<file path="src/logic/pll_cfg_pkg.sv">
// Shared constants and types for the synthesizer configuration logic
package pll_cfg_pkg;
  // Field widths
  localparam int M_W = 9;
  localparam int N_W = 2;
  localparam int T_W = 3;
  localparam int SR_W = 14;
  // Reference pre-divider ratio ahead of the phase comparison
  localparam int REF_DIV = 16;
  localparam int REF_CNT_W = 4;
  // Undriven divider pins read high through pull-ups
  localparam logic [M_W-1:0] M_PULLUP = 9'h1FF;
  localparam logic [N_W-1:0] N_PULLUP = 2'h3;
  localparam logic [T_W-1:0] T_QUIET = 3'h0;
  // Field positions in the serial word: test bits arrive first, so sit highest
  localparam int SR_T_LSB = 11;
  localparam int SR_N_LSB = 9;
  localparam int SR_M_LSB = 0;
  // Register byte offsets
  localparam logic [7:0] ADDR_CTRL = 8'h00;
  localparam logic [7:0] ADDR_STATUS = 8'h04;
  localparam logic [7:0] ADDR_SHIFT = 8'h08;
  // Field positions inside registers
  localparam int CTRL_OE_BIT = 0;
  localparam logic CTRL_OE_RST = 1'b1;
  localparam int STAT_N_LSB = 9;
  localparam int STAT_T_LSB = 11;
  localparam int STAT_PLOAD_BIT = 14;
  // Bus encodings
  localparam logic [1:0] HTRANS_NONSEQ = 2'h2;
  localparam logic [1:0] HRESP_OKAY = 2'h0;
  // Output divider select codes
  typedef enum logic [N_W-1:0] {
    NDIV_1 = 2'h0,
    NDIV_2 = 2'h1,
    NDIV_4 = 2'h2,
    NDIV_8 = 2'h3
  } ndiv_sel_t;
  // Test output node select codes
  typedef enum logic [T_W-1:0] {
    TM_QUIET = 3'h0,
    TM_REF = 3'h1,
    TM_FB = 3'h2,
    TM_VCO = 3'h3,
    TM_OUT = 3'h4,
    TM_XTAL = 3'h5,
    TM_SCLK = 3'h6,
    TM_MCNT = 3'h7
  } test_sel_t;
endpackage : pll_cfg_pkg

</file>
<file path="src/logic/cfg_link_if.sv">
// Carrier between the configuration top, the shifter and the output divider
interface cfg_link_if;
  import pll_cfg_pkg::*;
  logic shift_tick;
  logic shift_bit;
  logic [SR_W-1:0] shift_word;
  logic vco_tick;
  logic vco_level;
  logic [N_W-1:0] n_sel;
  logic div_out;
  modport top (output shift_tick, output shift_bit, input shift_word,
               output vco_tick, output vco_level, output n_sel, input div_out);
  modport shifter (input shift_tick, input shift_bit, output shift_word);
  modport divider (input vco_tick, input vco_level, input n_sel, output div_out);
endinterface : cfg_link_if

</file>
<file path="src/logic/serial_shifter.sv">
// Serial configuration shift register
module serial_shifter
  import pll_cfg_pkg::*;
(
  // Clock and reset
  input wire logic ref_clk,
  input wire logic rst_n,
  // Link to the top
  cfg_link_if.shifter lnk
);
  logic [SR_W-1:0] sr_r;

  ////////////////////////////////////////////////////////////////////////////
  // One bit per shift clock rise, new bit enters at the bottom
  always_ff @(posedge ref_clk or negedge rst_n) begin
    if (!rst_n) begin
      sr_r <= '0;
    end else if (lnk.shift_tick) begin
      sr_r <= {sr_r[SR_W-2:0], lnk.shift_bit};
    end
  end

  assign lnk.shift_word = sr_r;
endmodule : serial_shifter

</file>
<file path="src/logic/out_divider.sv">
// Output divider with even duty cycle
module out_divider
  import pll_cfg_pkg::*;
(
  // Clock and reset
  input wire logic ref_clk,
  input wire logic rst_n,
  // Link to the top
  cfg_link_if.divider lnk
);
  logic [1:0] cnt_r;
  logic tog_r;
  logic out_r;
  logic [1:0] half_last;

  // Last count of a half period: toggling every half keeps 50 % duty
  function automatic logic [1:0] half_end(input logic [N_W-1:0] sel);
    unique case (ndiv_sel_t'(sel))
      NDIV_1: half_end = 2'h0;
      NDIV_2: half_end = 2'h0;
      NDIV_4: half_end = 2'h1;
      NDIV_8: half_end = 2'h3;
    endcase
  endfunction : half_end

  assign half_last = half_end(lnk.n_sel);

  ////////////////////////////////////////////////////////////////////////////
  // Half-period counter and toggle
  always_ff @(posedge ref_clk or negedge rst_n) begin
    if (!rst_n) begin
      cnt_r <= 2'h0;
      tog_r <= 1'b0;
    end else if (lnk.vco_tick) begin
      if (cnt_r >= half_last) begin
        cnt_r <= 2'h0;
        tog_r <= ~tog_r;
      end else begin
        cnt_r <= cnt_r + 2'h1;
      end
    end
  end

  // Divide by one passes the oscillator level itself
  always_ff @(posedge ref_clk or negedge rst_n) begin
    if (!rst_n) begin
      out_r <= 1'b0;
    end else begin
      out_r <= (ndiv_sel_t'(lnk.n_sel) == NDIV_1) ? lnk.vco_level : tog_r;
    end
  end

  assign lnk.div_out = out_r;
endmodule : out_divider

</file>
<file path="src/logic/pll_synth_config_logic.sv">
// Configuration logic of the PLL synthesizer: pins, serial link, dividers, bus
//
// What this block does
// - Crystal reference divided by sixteen before comparison
// - Feedback divider makes oscillator M times reference
// - Output divides by 1, 2, 4, 8, even duty
// - Parallel pins captured on load rising edge
// - Parallel load active blocks serial transfers
// - Undriven divider pins read as one
// - Fourteen-bit shifter advances on shift clock rise
// - Serial load falling edge transfers when load high
// - Test output shows node chosen by test bits
// - Loop divider is plain unsigned binary
// - Test mode six uses shift clock as test clock
// - Stream order: test, output, loop bits, MSB first
// - Parallel load low makes latches transparent
// - Parallel load low forces test bits to zero
// - Output select 00,01,10,11 means 1,2,4,8
//
// Decided for this implementation: the AHB-Lite slave port and the register addresses.
module pll_synth_config_logic
  import pll_cfg_pkg::*;
#(
  parameter int ADDR_W = 8
) (
  // Clock and reset
  input wire logic ref_clk,
  input wire logic rst_n,
  // AHB-Lite slave
  input wire logic hsel,
  input wire logic [ADDR_W-1:0] haddr,
  input wire logic [1:0] htrans,
  input wire logic hwrite,
  input wire logic [2:0] hsize,
  input wire logic [31:0] hwdata,
  input wire logic hready,
  output logic hreadyout,
  output logic [1:0] hresp,
  output logic [31:0] hrdata,
  // Parallel configuration pins, with the far end's drive enables
  input wire logic p_load_n,
  input wire logic [M_W-1:0] m_pins,
  input wire logic [M_W-1:0] m_pins_drv,
  input wire logic [N_W-1:0] n_pins,
  input wire logic [N_W-1:0] n_pins_drv,
  // Serial configuration pins
  input wire logic s_clock,
  input wire logic s_data,
  input wire logic s_load,
  // Oscillator side
  input wire logic xtal_in,
  input wire logic vco_in,
  output logic phase_ref_tick,
  output logic phase_fb_tick,
  // Outputs
  output logic synth_clock_out,
  output logic test_out,
  output logic [M_W-1:0] loop_div,
  output logic [N_W-1:0] out_div_sel
);
  localparam int IN_W = 6 + M_W + N_W;
  localparam int B_SCLK = 0;
  localparam int B_SDAT = 1;
  localparam int B_SLOAD = 2;
  localparam int B_PLOAD = 3;
  localparam int B_XTAL = 4;
  localparam int B_VCO = 5;
  localparam int B_M = 6;
  localparam int B_N = 6 + M_W;
  // Synchroniser reset: divider pins at their pull-up level, every other pin low
  localparam logic [IN_W-1:0] SYNC_RST = IN_W'({N_PULLUP, M_PULLUP}) << B_M;

  // Only the low address byte is decoded, so narrower buses cannot be served
  if (ADDR_W < 8 || ADDR_W > 32) begin : g_bad_addr_w
    $error("ADDR_W must lie between 8 and 32");
  end

  cfg_link_if lnk ();

  logic [IN_W-1:0] pin_raw;
  logic [IN_W-1:0] meta_r;
  logic [IN_W-1:0] sync_r;
  logic [5:0] prev_r;
  logic sclk_rise;
  logic sload_fall;
  logic pload_s;
  logic xtal_rise;
  logic vco_rise;
  logic test_clk_mode;
  logic osc_tick;
  logic [M_W-1:0] m_r;
  logic [N_W-1:0] n_r;
  logic [T_W-1:0] t_r;
  logic [REF_CNT_W-1:0] ref_cnt_r;
  logic [M_W-1:0] fb_cnt_r;
  logic ref_tick_r;
  logic fb_tick_r;
  logic oe_r;
  logic out_r;
  logic test_r;
  logic ph_valid_r;
  logic ph_write_r;
  logic [ADDR_W-1:0] ph_addr_r;
  logic [31:0] rdata_r;
  logic [31:0] rd_mux;
  logic addr_take;

  ////////////////////////////////////////////////////////////////////////////
  // Pin resolution: pull-ups win where the far end does not drive
  assign pin_raw[B_SCLK] = s_clock;
  assign pin_raw[B_SDAT] = s_data;
  assign pin_raw[B_SLOAD] = s_load;
  assign pin_raw[B_PLOAD] = p_load_n;
  assign pin_raw[B_XTAL] = xtal_in;
  assign pin_raw[B_VCO] = vco_in;
  assign pin_raw[B_M +: M_W] = (m_pins & m_pins_drv) | (M_PULLUP & ~m_pins_drv);
  assign pin_raw[B_N +: N_W] = (n_pins & n_pins_drv) | (N_PULLUP & ~n_pins_drv);

  // Two-stage synchroniser; reset levels (divider pins at pull-ups, load low) keep a reset with load high at pull-ups
  always_ff @(posedge ref_clk or negedge rst_n) begin
    if (!rst_n) begin
      meta_r <= SYNC_RST;
      sync_r <= SYNC_RST;
    end else begin
      meta_r <= pin_raw;
      sync_r <= meta_r;
    end
  end

  // Previous synchronised levels for edge detection
  always_ff @(posedge ref_clk or negedge rst_n) begin
    if (!rst_n) begin
      prev_r <= '0;
    end else begin
      prev_r <= sync_r[5:0];
    end
  end

  assign sclk_rise = sync_r[B_SCLK] & ~prev_r[B_SCLK];
  assign sload_fall = ~sync_r[B_SLOAD] & prev_r[B_SLOAD];
  assign pload_s = sync_r[B_PLOAD];
  assign xtal_rise = sync_r[B_XTAL] & ~prev_r[B_XTAL];
  assign vco_rise = sync_r[B_VCO] & ~prev_r[B_VCO];

  ////////////////////////////////////////////////////////////////////////////
  // Serial shifter and output divider
  assign lnk.shift_tick = sclk_rise;
  assign lnk.shift_bit = sync_r[B_SDAT];

  // Test clock mode drives the feedback and output dividers from the shift clock instead
  assign test_clk_mode = (test_sel_t'(t_r) == TM_SCLK);
  assign osc_tick = test_clk_mode ? sclk_rise : vco_rise;
  assign lnk.vco_tick = osc_tick;
  assign lnk.vco_level = test_clk_mode ? sync_r[B_SCLK] : sync_r[B_VCO];
  assign lnk.n_sel = n_r;

  serial_shifter u_shifter (
    .ref_clk(ref_clk),
    .rst_n(rst_n),
    .lnk(lnk.shifter)
  );

  out_divider u_out_div (
    .ref_clk(ref_clk),
    .rst_n(rst_n),
    .lnk(lnk.divider)
  );

  ////////////////////////////////////////////////////////////////////////////
  // Configuration latches: parallel first, serial only with load high
  always_ff @(posedge ref_clk or negedge rst_n) begin
    if (!rst_n) begin
      m_r <= M_PULLUP;
      n_r <= N_PULLUP;
      t_r <= T_QUIET;
    end else if (!pload_s) begin
      // Transparent while low; the rising edge leaves the last value held
      m_r <= sync_r[B_M +: M_W];
      n_r <= sync_r[B_N +: N_W];
      t_r <= T_QUIET;
    end else if (sload_fall) begin
      m_r <= lnk.shift_word[SR_M_LSB +: M_W];
      n_r <= lnk.shift_word[SR_N_LSB +: N_W];
      t_r <= lnk.shift_word[SR_T_LSB +: T_W];
    end
    // Otherwise held, whatever the shifter does
  end

  ////////////////////////////////////////////////////////////////////////////
  // Reference pre-divider toward the phase comparison
  always_ff @(posedge ref_clk or negedge rst_n) begin
    if (!rst_n) begin
      ref_cnt_r <= '0;
      ref_tick_r <= 1'b0;
    end else begin
      ref_tick_r <= 1'b0;
      if (xtal_rise) begin
        ref_cnt_r <= ref_cnt_r + 4'h1;
        ref_tick_r <= (ref_cnt_r == REF_CNT_W'(REF_DIV - 1));
      end
    end
  end

  // Feedback divider: one tick per M oscillator edges; zero divides by 512
  always_ff @(posedge ref_clk or negedge rst_n) begin
    if (!rst_n) begin
      fb_cnt_r <= '0;
      fb_tick_r <= 1'b0;
    end else begin
      fb_tick_r <= 1'b0;
      if (osc_tick) begin
        if (fb_cnt_r >= m_r - 9'h001) begin
          fb_cnt_r <= '0;
          fb_tick_r <= 1'b1;
        end else begin
          fb_cnt_r <= fb_cnt_r + 9'h001;
        end
      end
    end
  end

  ////////////////////////////////////////////////////////////////////////////
  // Output gating and test node select
  always_ff @(posedge ref_clk or negedge rst_n) begin
    if (!rst_n) begin
      out_r <= 1'b0;
    end else begin
      out_r <= oe_r & lnk.div_out;
    end
  end

  always_ff @(posedge ref_clk or negedge rst_n) begin
    if (!rst_n) begin
      test_r <= 1'b0;
    end else begin
      unique case (test_sel_t'(t_r))
        TM_QUIET: test_r <= 1'b0;
        TM_REF: test_r <= ref_tick_r;
        TM_FB: test_r <= fb_tick_r;
        TM_VCO: test_r <= sync_r[B_VCO];
        TM_OUT: test_r <= lnk.div_out;
        TM_XTAL: test_r <= sync_r[B_XTAL];
        TM_SCLK: test_r <= fb_tick_r;
        TM_MCNT: test_r <= fb_cnt_r[M_W-1];
      endcase
    end
  end

  ////////////////////////////////////////////////////////////////////////////
  // AHB-Lite slave: zero wait states, always OKAY
  assign addr_take = hsel & hready & (htrans == HTRANS_NONSEQ);

  // Address phase capture
  always_ff @(posedge ref_clk or negedge rst_n) begin
    if (!rst_n) begin
      ph_valid_r <= 1'b0;
      ph_write_r <= 1'b0;
      ph_addr_r <= '0;
    end else if (hready) begin
      ph_valid_r <= addr_take;
      ph_write_r <= hwrite;
      ph_addr_r <= haddr;
    end
  end

  // Control register write in the data phase
  always_ff @(posedge ref_clk or negedge rst_n) begin
    if (!rst_n) begin
      oe_r <= CTRL_OE_RST;
    end else if (ph_valid_r && ph_write_r && ph_addr_r[7:0] == ADDR_CTRL) begin
      oe_r <= hwdata[CTRL_OE_BIT];
    end
  end

  // Read mux; unmapped offsets read zero
  always_comb begin
    rd_mux = 32'h0000_0000;
    unique case (haddr[7:0])
      ADDR_CTRL: rd_mux[CTRL_OE_BIT] = oe_r;
      ADDR_STATUS: begin
        rd_mux[M_W-1:0] = m_r;
        rd_mux[STAT_N_LSB +: N_W] = n_r;
        rd_mux[STAT_T_LSB +: T_W] = t_r;
        rd_mux[STAT_PLOAD_BIT] = pload_s;
      end
      ADDR_SHIFT: rd_mux[SR_W-1:0] = lnk.shift_word;
      default: rd_mux = 32'h0000_0000;
    endcase
  end

  // Read data registered at the address phase, stands through the data phase
  always_ff @(posedge ref_clk or negedge rst_n) begin
    if (!rst_n) begin
      rdata_r <= 32'h0000_0000;
    end else if (addr_take && !hwrite) begin
      rdata_r <= rd_mux;
    end
  end

  assign hreadyout = 1'b1;
  assign hresp = HRESP_OKAY;
  assign hrdata = rdata_r;
  assign phase_ref_tick = ref_tick_r;
  assign phase_fb_tick = fb_tick_r;
  assign synth_clock_out = out_r;
  assign test_out = test_r;
  assign loop_div = m_r;
  assign out_div_sel = n_r;
endmodule : pll_synth_config_logic

</file>
<file path="config.mk">
export PLATFORM = sky130hd
export DESIGN_NAME = pll_synth_config_logic
export DESIGN_NICKNAME = d
export VERILOG_FILES = /design/src/logic/pll_cfg_pkg.sv /design/src/logic/cfg_link_if.sv /design/src/logic/serial_shifter.sv /design/src/logic/out_divider.sv /design/src/logic/pll_synth_config_logic.sv
export SDC_FILE = /design/constraint.sdc
export NUM_CORES = 1
export LEC_CHECK = 0
export BUFFER_PORTS_ARGS = -buffer_cell sky130_fd_sc_hd__buf_2
export CORE_MARGIN = 1
export CORE_UTILIZATION = 50
export DETAILED_ROUTE_END_ITERATION = 7
export GPL_TIMING_DRIVEN = 0
export PLACE_DENSITY_LB_ADDON = 0.1
export SLEW_MARGIN = 30
export SYNTH_ARGS = -nofsm -noshare
export SYNTH_HDL_FRONTEND = slang
export SYNTH_SLANG_ARGS = --single-unit
</file>
<file path="constraint.sdc">
create_clock -name ref_clk -period 3.1 [get_ports ref_clk]
set_input_delay 0.155 -clock ref_clk [delete_from_list [all_inputs] [get_ports ref_clk]]
set_output_delay 0.155 -clock ref_clk [all_outputs]
set_load 0.05 [all_outputs]
</file>
Word-level counts from Yosys, hierarchy flattened
Index checks and enable logic that the tools add are counted.
- mux-type cells: 19
- reduce and logical (&&, ||, !) cells: 11
- $lt $le $gt $ge: 2
- bitwise operators: 18
- add/sub/neg operators: 4
- equal/unequal tests: 15
- divide/modulo/power cells: 0
- shifts and indexed selects: 0
- multipliers: 0
- operator list (operator ; number):
    $mux 9 ; 3
    $pmux 13 s2 ; 1
    $logic_not 8->1 ; 2
    $eq 3x3->1 const B ; 4
    $add 9x1->9 const B ; 1
    $and 9x9->9 ; 1
    $ge 9x9->1 ; 1
    $not 9->9 ; 1
    $or 9x9->9 ; 1
    $sub 9x1->9 const B ; 1
    $eq 8x3->1 const B ; 1
    $eq 8x4->1 const B ; 1
    $and 1x1->1 ; 7
    $mux 1 ; 7
    $pmux 1 s7 ; 1
    $eq 2x2->1 const B ; 3
    $eq 3x2->1 const B ; 2
    $mux 2 ; 3
    $mux 3 ; 2
    $pmux 2 s3 ; 1
    $not 1->1 ; 5
    $add 4x1->4 const B ; 1
    $eq 4x4->1 const B ; 1
    $reduce_or 2->1 ; 2
    14 further kinds ; 16
- ROM bits: 0
- bits in latches: 0
- memories kept: 0
- RAM bits: 0
- bits of input ports: 78
- word-level logic and storage cells: 90
- register bits: 115
- output and inout port bits: 50

Longest topological paths before layout
- depth in word-level cells: 5
- depth in mapped cells: 11
- gate-level depth less buffers: 11

Modules after synthesis
Synthesis repeated with hierarchy kept, for this count alone.
- cells, all modules: 394
- area, all modules: 4850.9 um^2
- by module, submodules not included (module ; cells each ; area each (um^2) ; seq. area each (um^2) ; instances):
    pll_synth_config_logic ; 346 ; 4122.7 ; 2419.8 ; 1
    serial_shifter ; 29 ; 519.2 ; 350.3 ; 1
    out_divider ; 19 ; 209.0 ; 100.1 ; 1

Worst setup path before layout
Ideal clock, no wire load.
- path kind: register to register
- start point: register m_r[0], in the netlist loop_div[0]
- end point: register fb_tick_r, in the netlist phase_fb_tick
- setup slack: 625 ps
- path buffers: 0
- period minus slack after synthesis: 2475 ps
- arrival: 2357 ps
- setup time: 118 ps
- data required time: 2982 ps
- stages on the path, launching flop included: 11
- cell sequence: dfstp_2 -> inv_1 -> ha_1 -> nand2_1 -> xor2_1 -> ha_1 -> a211oi_1 -> nor2_1 -> a211oi_1 -> nand2_1 -> nor2b_1
- word-level cells in the longest chain between the ends: 4
- RTL lines (item ; line ; text):
    start, declared ; pll_synth_config_logic.sv:91 ; logic [M_W-1:0] m_r;
    start signal, assigned ; pll_synth_config_logic.sv:178 ; m_r <= sync_r[B_M +: M_W];
    start signal, assigned ; pll_synth_config_logic.sv:182 ; m_r <= lnk.shift_word[SR_M_LSB +: M_W];
    $sub 9x1->9 ; pll_synth_config_logic.sv:212 ; if (fb_cnt_r >= m_r - 9'h001) begin
    $ge 9x9->1 ; pll_synth_config_logic.sv:212 ;
    $mux 1 ; pll_synth_config_logic.sv:212 ;
    $mux 1 ; pll_synth_config_logic.sv:211 ; if (osc_tick) begin
    end signal, assigned ; pll_synth_config_logic.sv:208 ; fb_tick_r <= 1'b0;
    end signal, assigned ; pll_synth_config_logic.sv:210 ; fb_tick_r <= 1'b0;
    end signal, assigned ; pll_synth_config_logic.sv:214 ; fb_tick_r <= 1'b1;
    end, declared ; pll_synth_config_logic.sv:97 ; logic fb_tick_r;
No other way between the ends.
A chain may end at the register's enable or synchronous reset.

Final worst setup path
- start point: register m_r[4], in the netlist loop_div[4]
- end point: register fb_tick_r, in the netlist phase_fb_tick
Same word-level chain as after synthesis.

==> metrics.txt <==
Skew-Pair Late Insertion Delay 0.52 ns; total grt overflow 0; asr flop ratio synth 1.00; Num Clock Sinks 113; vias in the first global route 3,416; Tot GR Track Use 0.216; Resize count post-CTS 0; Seq/Total Area, Yosys 0.579; Worst setup EP type flop; Die Width 102 um; Post-synth top cells 79 x dfrtp_1, 34 x dfstp_2, 28 x nor2_1; clk root buf clkbuf_8; maxcap violations 0; minimum clock period 2.53 ns; Register Area 2870 sq um; synthesis-to-layout area growth 31.9%; I/O Buffers 73; Yosys top cell by area dfrtp_1; Max FO, Critical Path 10; Mapped Area 4950 sq um; I/O pins 128; Final HPWL DP 6600 um; Post-DRT Antenna Nets 0; initial DRC count 113; Die ar. 10,300 sq um; Post-synth EDFFs 0; # fillers 720; Final Setup Violations 0; area taken by multi-input logic gates 1830 sq um; status completed; Syn Inst Count 407; required time worst endpoint 3.50 ns; largest net degree at the start of global routing 75; critical path startpoint loop_div[4]; Initial Util 0.526; vias after detailed routing 3,433; first-pass GRT wire length 16,600 um; syn avg cell area 12.2 sq um; Max clock buf depth 2; share of cells above drive strength 1 0.363; LEAKAGE 3.18 nW; TritonCTS buffer count 17; ANT cells 0; Core Area 9420 sq um; CP Class reg2reg; RePlAce Congestion 0.786; DRT Pass-1 Iters 5; Pins Over Slew Limit 0; per-cell routed wire length 14.3 um; P per Cell Area 732 nW/um^2; final worst path period share 0.817; Final Non-Filler Cells 699; net total in the final layout 649; leading cell types by total area after synthesis dfrtp_1 40%, dfstp_2 18%, mux2_2 5.7%; VDD IR-drop max 565 uV; most common cell in the netlist dfrtp_1; synth unique cells 50; dpl cells 628; reg2reg end phase_fb_tick; count of final hold-check violations 0; Max Clock Skew 0.00843 ns; arrival time at the worst endpoint 2.94 ns; Fin Setup TNS 0 ns; worst slew pin tran 0.514 ns; drt total wl 10000 um; RR Startpoint loop_div[4]; CTS tree built; CTS H-tree depth 4; Hold/Removal Path Class in2reg; Worst R2R Path Depth 10; Yosys reg bits 113; register-to-register setup slack 0.57 ns; Yosys top cell area share 0.399; Reg clk slew, reported paths 0.06 ns; Hold Startpoint htrans[1]; Slew HR 0.658; residual DRC count 0; Worst Setup EP phase_fb_tick; Critical Path Source Type flop; initial antenna violation count 0; vias per std cell 4.91; Synth Flop Type dfrtp_1; Synth Warn # 0; unrepaired setup endpoints after global routing false; num rows 35; Die Height 102 um; fmax 395 MHz
==> per-stage QoR <==
step / setup slack [ns] / area, sq um / hold slack (ns) / total power [mW] / utilization
2_1_floorplan: 0.625 / 5020 / -0.141 / 2.65 / -
5_1_grt: 0.247 / 6530 / 0.0942 / 5.06 / 0.694
4_1_cts: 0.547 / 6530 / 0.0856 / 4.83 / 0.694
3_5_place_dp: 0.572 / 5580 / 0.0910 / 2.92 / 0.593
6_report: 0.566 / 6530 / 0.0941 / 4.78 / 0.694
3_3_place_gp: 0.576 / 5550 / 0.263 / 2.86 / 0.589
==> sequential cells by signal, summed over array words and instances (netlist names), 8 cells and up <==
| signal | flops |
|---|---|
| hrdata | 15 |
| ph_addr_r | 8 |
| fb_cnt_r | 9 |
| meta_r | 17 |
| u_shifter.lnk.shift_word | 14 |
| sync_r | 17 |
| loop_div | 9 |
==> cell type report <==
class	count	share of cell area
sequential	113	0.439
multi-input combinational	255	0.280
timing repair buffer	113	0.121
clock buffer	17	0.0634
buffer	36	0.0370
tap	129	0.0247
clock inverter	15	0.0226
inverter	21	0.0121
==> worst max-delay path, stage by stage, from the launching register on <==
cell,delay [ns]
dfstp_2,0.40
nor4_1,0.35
nand2_1,0.14
nor3_1,0.19
xnor2_1,0.15
ha_1,0.27
nand4_1,0.14
nor2_1,0.08
a211oi_1,0.22
nand2_1,0.25
nor2b_1,0.22
==> per-layer routing <==
metal  track usage  vias to the layer above  routed length [um]
met3        0.0628                       16                 454
met5             0                        -                   0
li1              -                     1693                   -
met4        0.0870                        0                 193
met2         0.347                       87                5030
met1         0.277                     1637                4320
==> power breakdown <==
part	switching, mW	internal [mW]	total (mW)
logic	0.524	0.421	0.945
registers	0.256	1.75	2.01
clock network	0.746	1.09	1.83
total	1.53	3.26	4.78
==> worst min-delay path by stage <==
stage / end / depth (start not counted)
2_1_floorplan: fb_cnt_r[0] / 0
3_3_place_gp: meta_r[3] / 1
3_5_place_dp: ref_cnt_r[3] / 1
4_1_cts: ph_valid_r / 3
5_1_grt: ph_valid_r / 3
6_report: ph_valid_r / 3
==> kinds of logic (layout without fill, tap and decap cells) <==
group,after synthesis,count (layout),synth area share
buf+inv,57,202,0.0647
simple gates,106,106,0.124
other cells,2,20,0.00152
fa+ha+maj,14,14,0.0354
flops,113,113,0.579
mux,42,42,0.0922
compound gates,62,62,0.0831
xor+xnor,11,11,0.0194
==> placed cells by master, fill, tap and decap left out, types with 4 or more instances in the layout <==
cell           netlist  final
clkbuf_1             4      4
dlygate4sd3_1        0     39
clkbuf_16            0     16
mux2_2              25     25
xor2_1               5      5
nor2b_1              9      9
a21oi_1             21     21
a222oi_1            13     13
o21ai_1             10     10
mux2i_1             15     15
buf_2                7     79
conb_1               2     20
nor2_1              28     28
inv_1               21     21
nor3_1               9      9
o21ai_0              4      4
xnor2_1              6      6
nand2_1             21     21
ha_1                14     14
nand2b_1            14     14
dfstp_2             34     34
dfrtp_1             79     79
buf_4               22     22
inv_6                0      5
==> what timing repair did <==
item | in CTS | in global routing
hold endpoints to repair | 107 | 0
buffers inserted | 0 | 0
hold buffers | 39 | 0
Power figures use the tool's default switching activity.
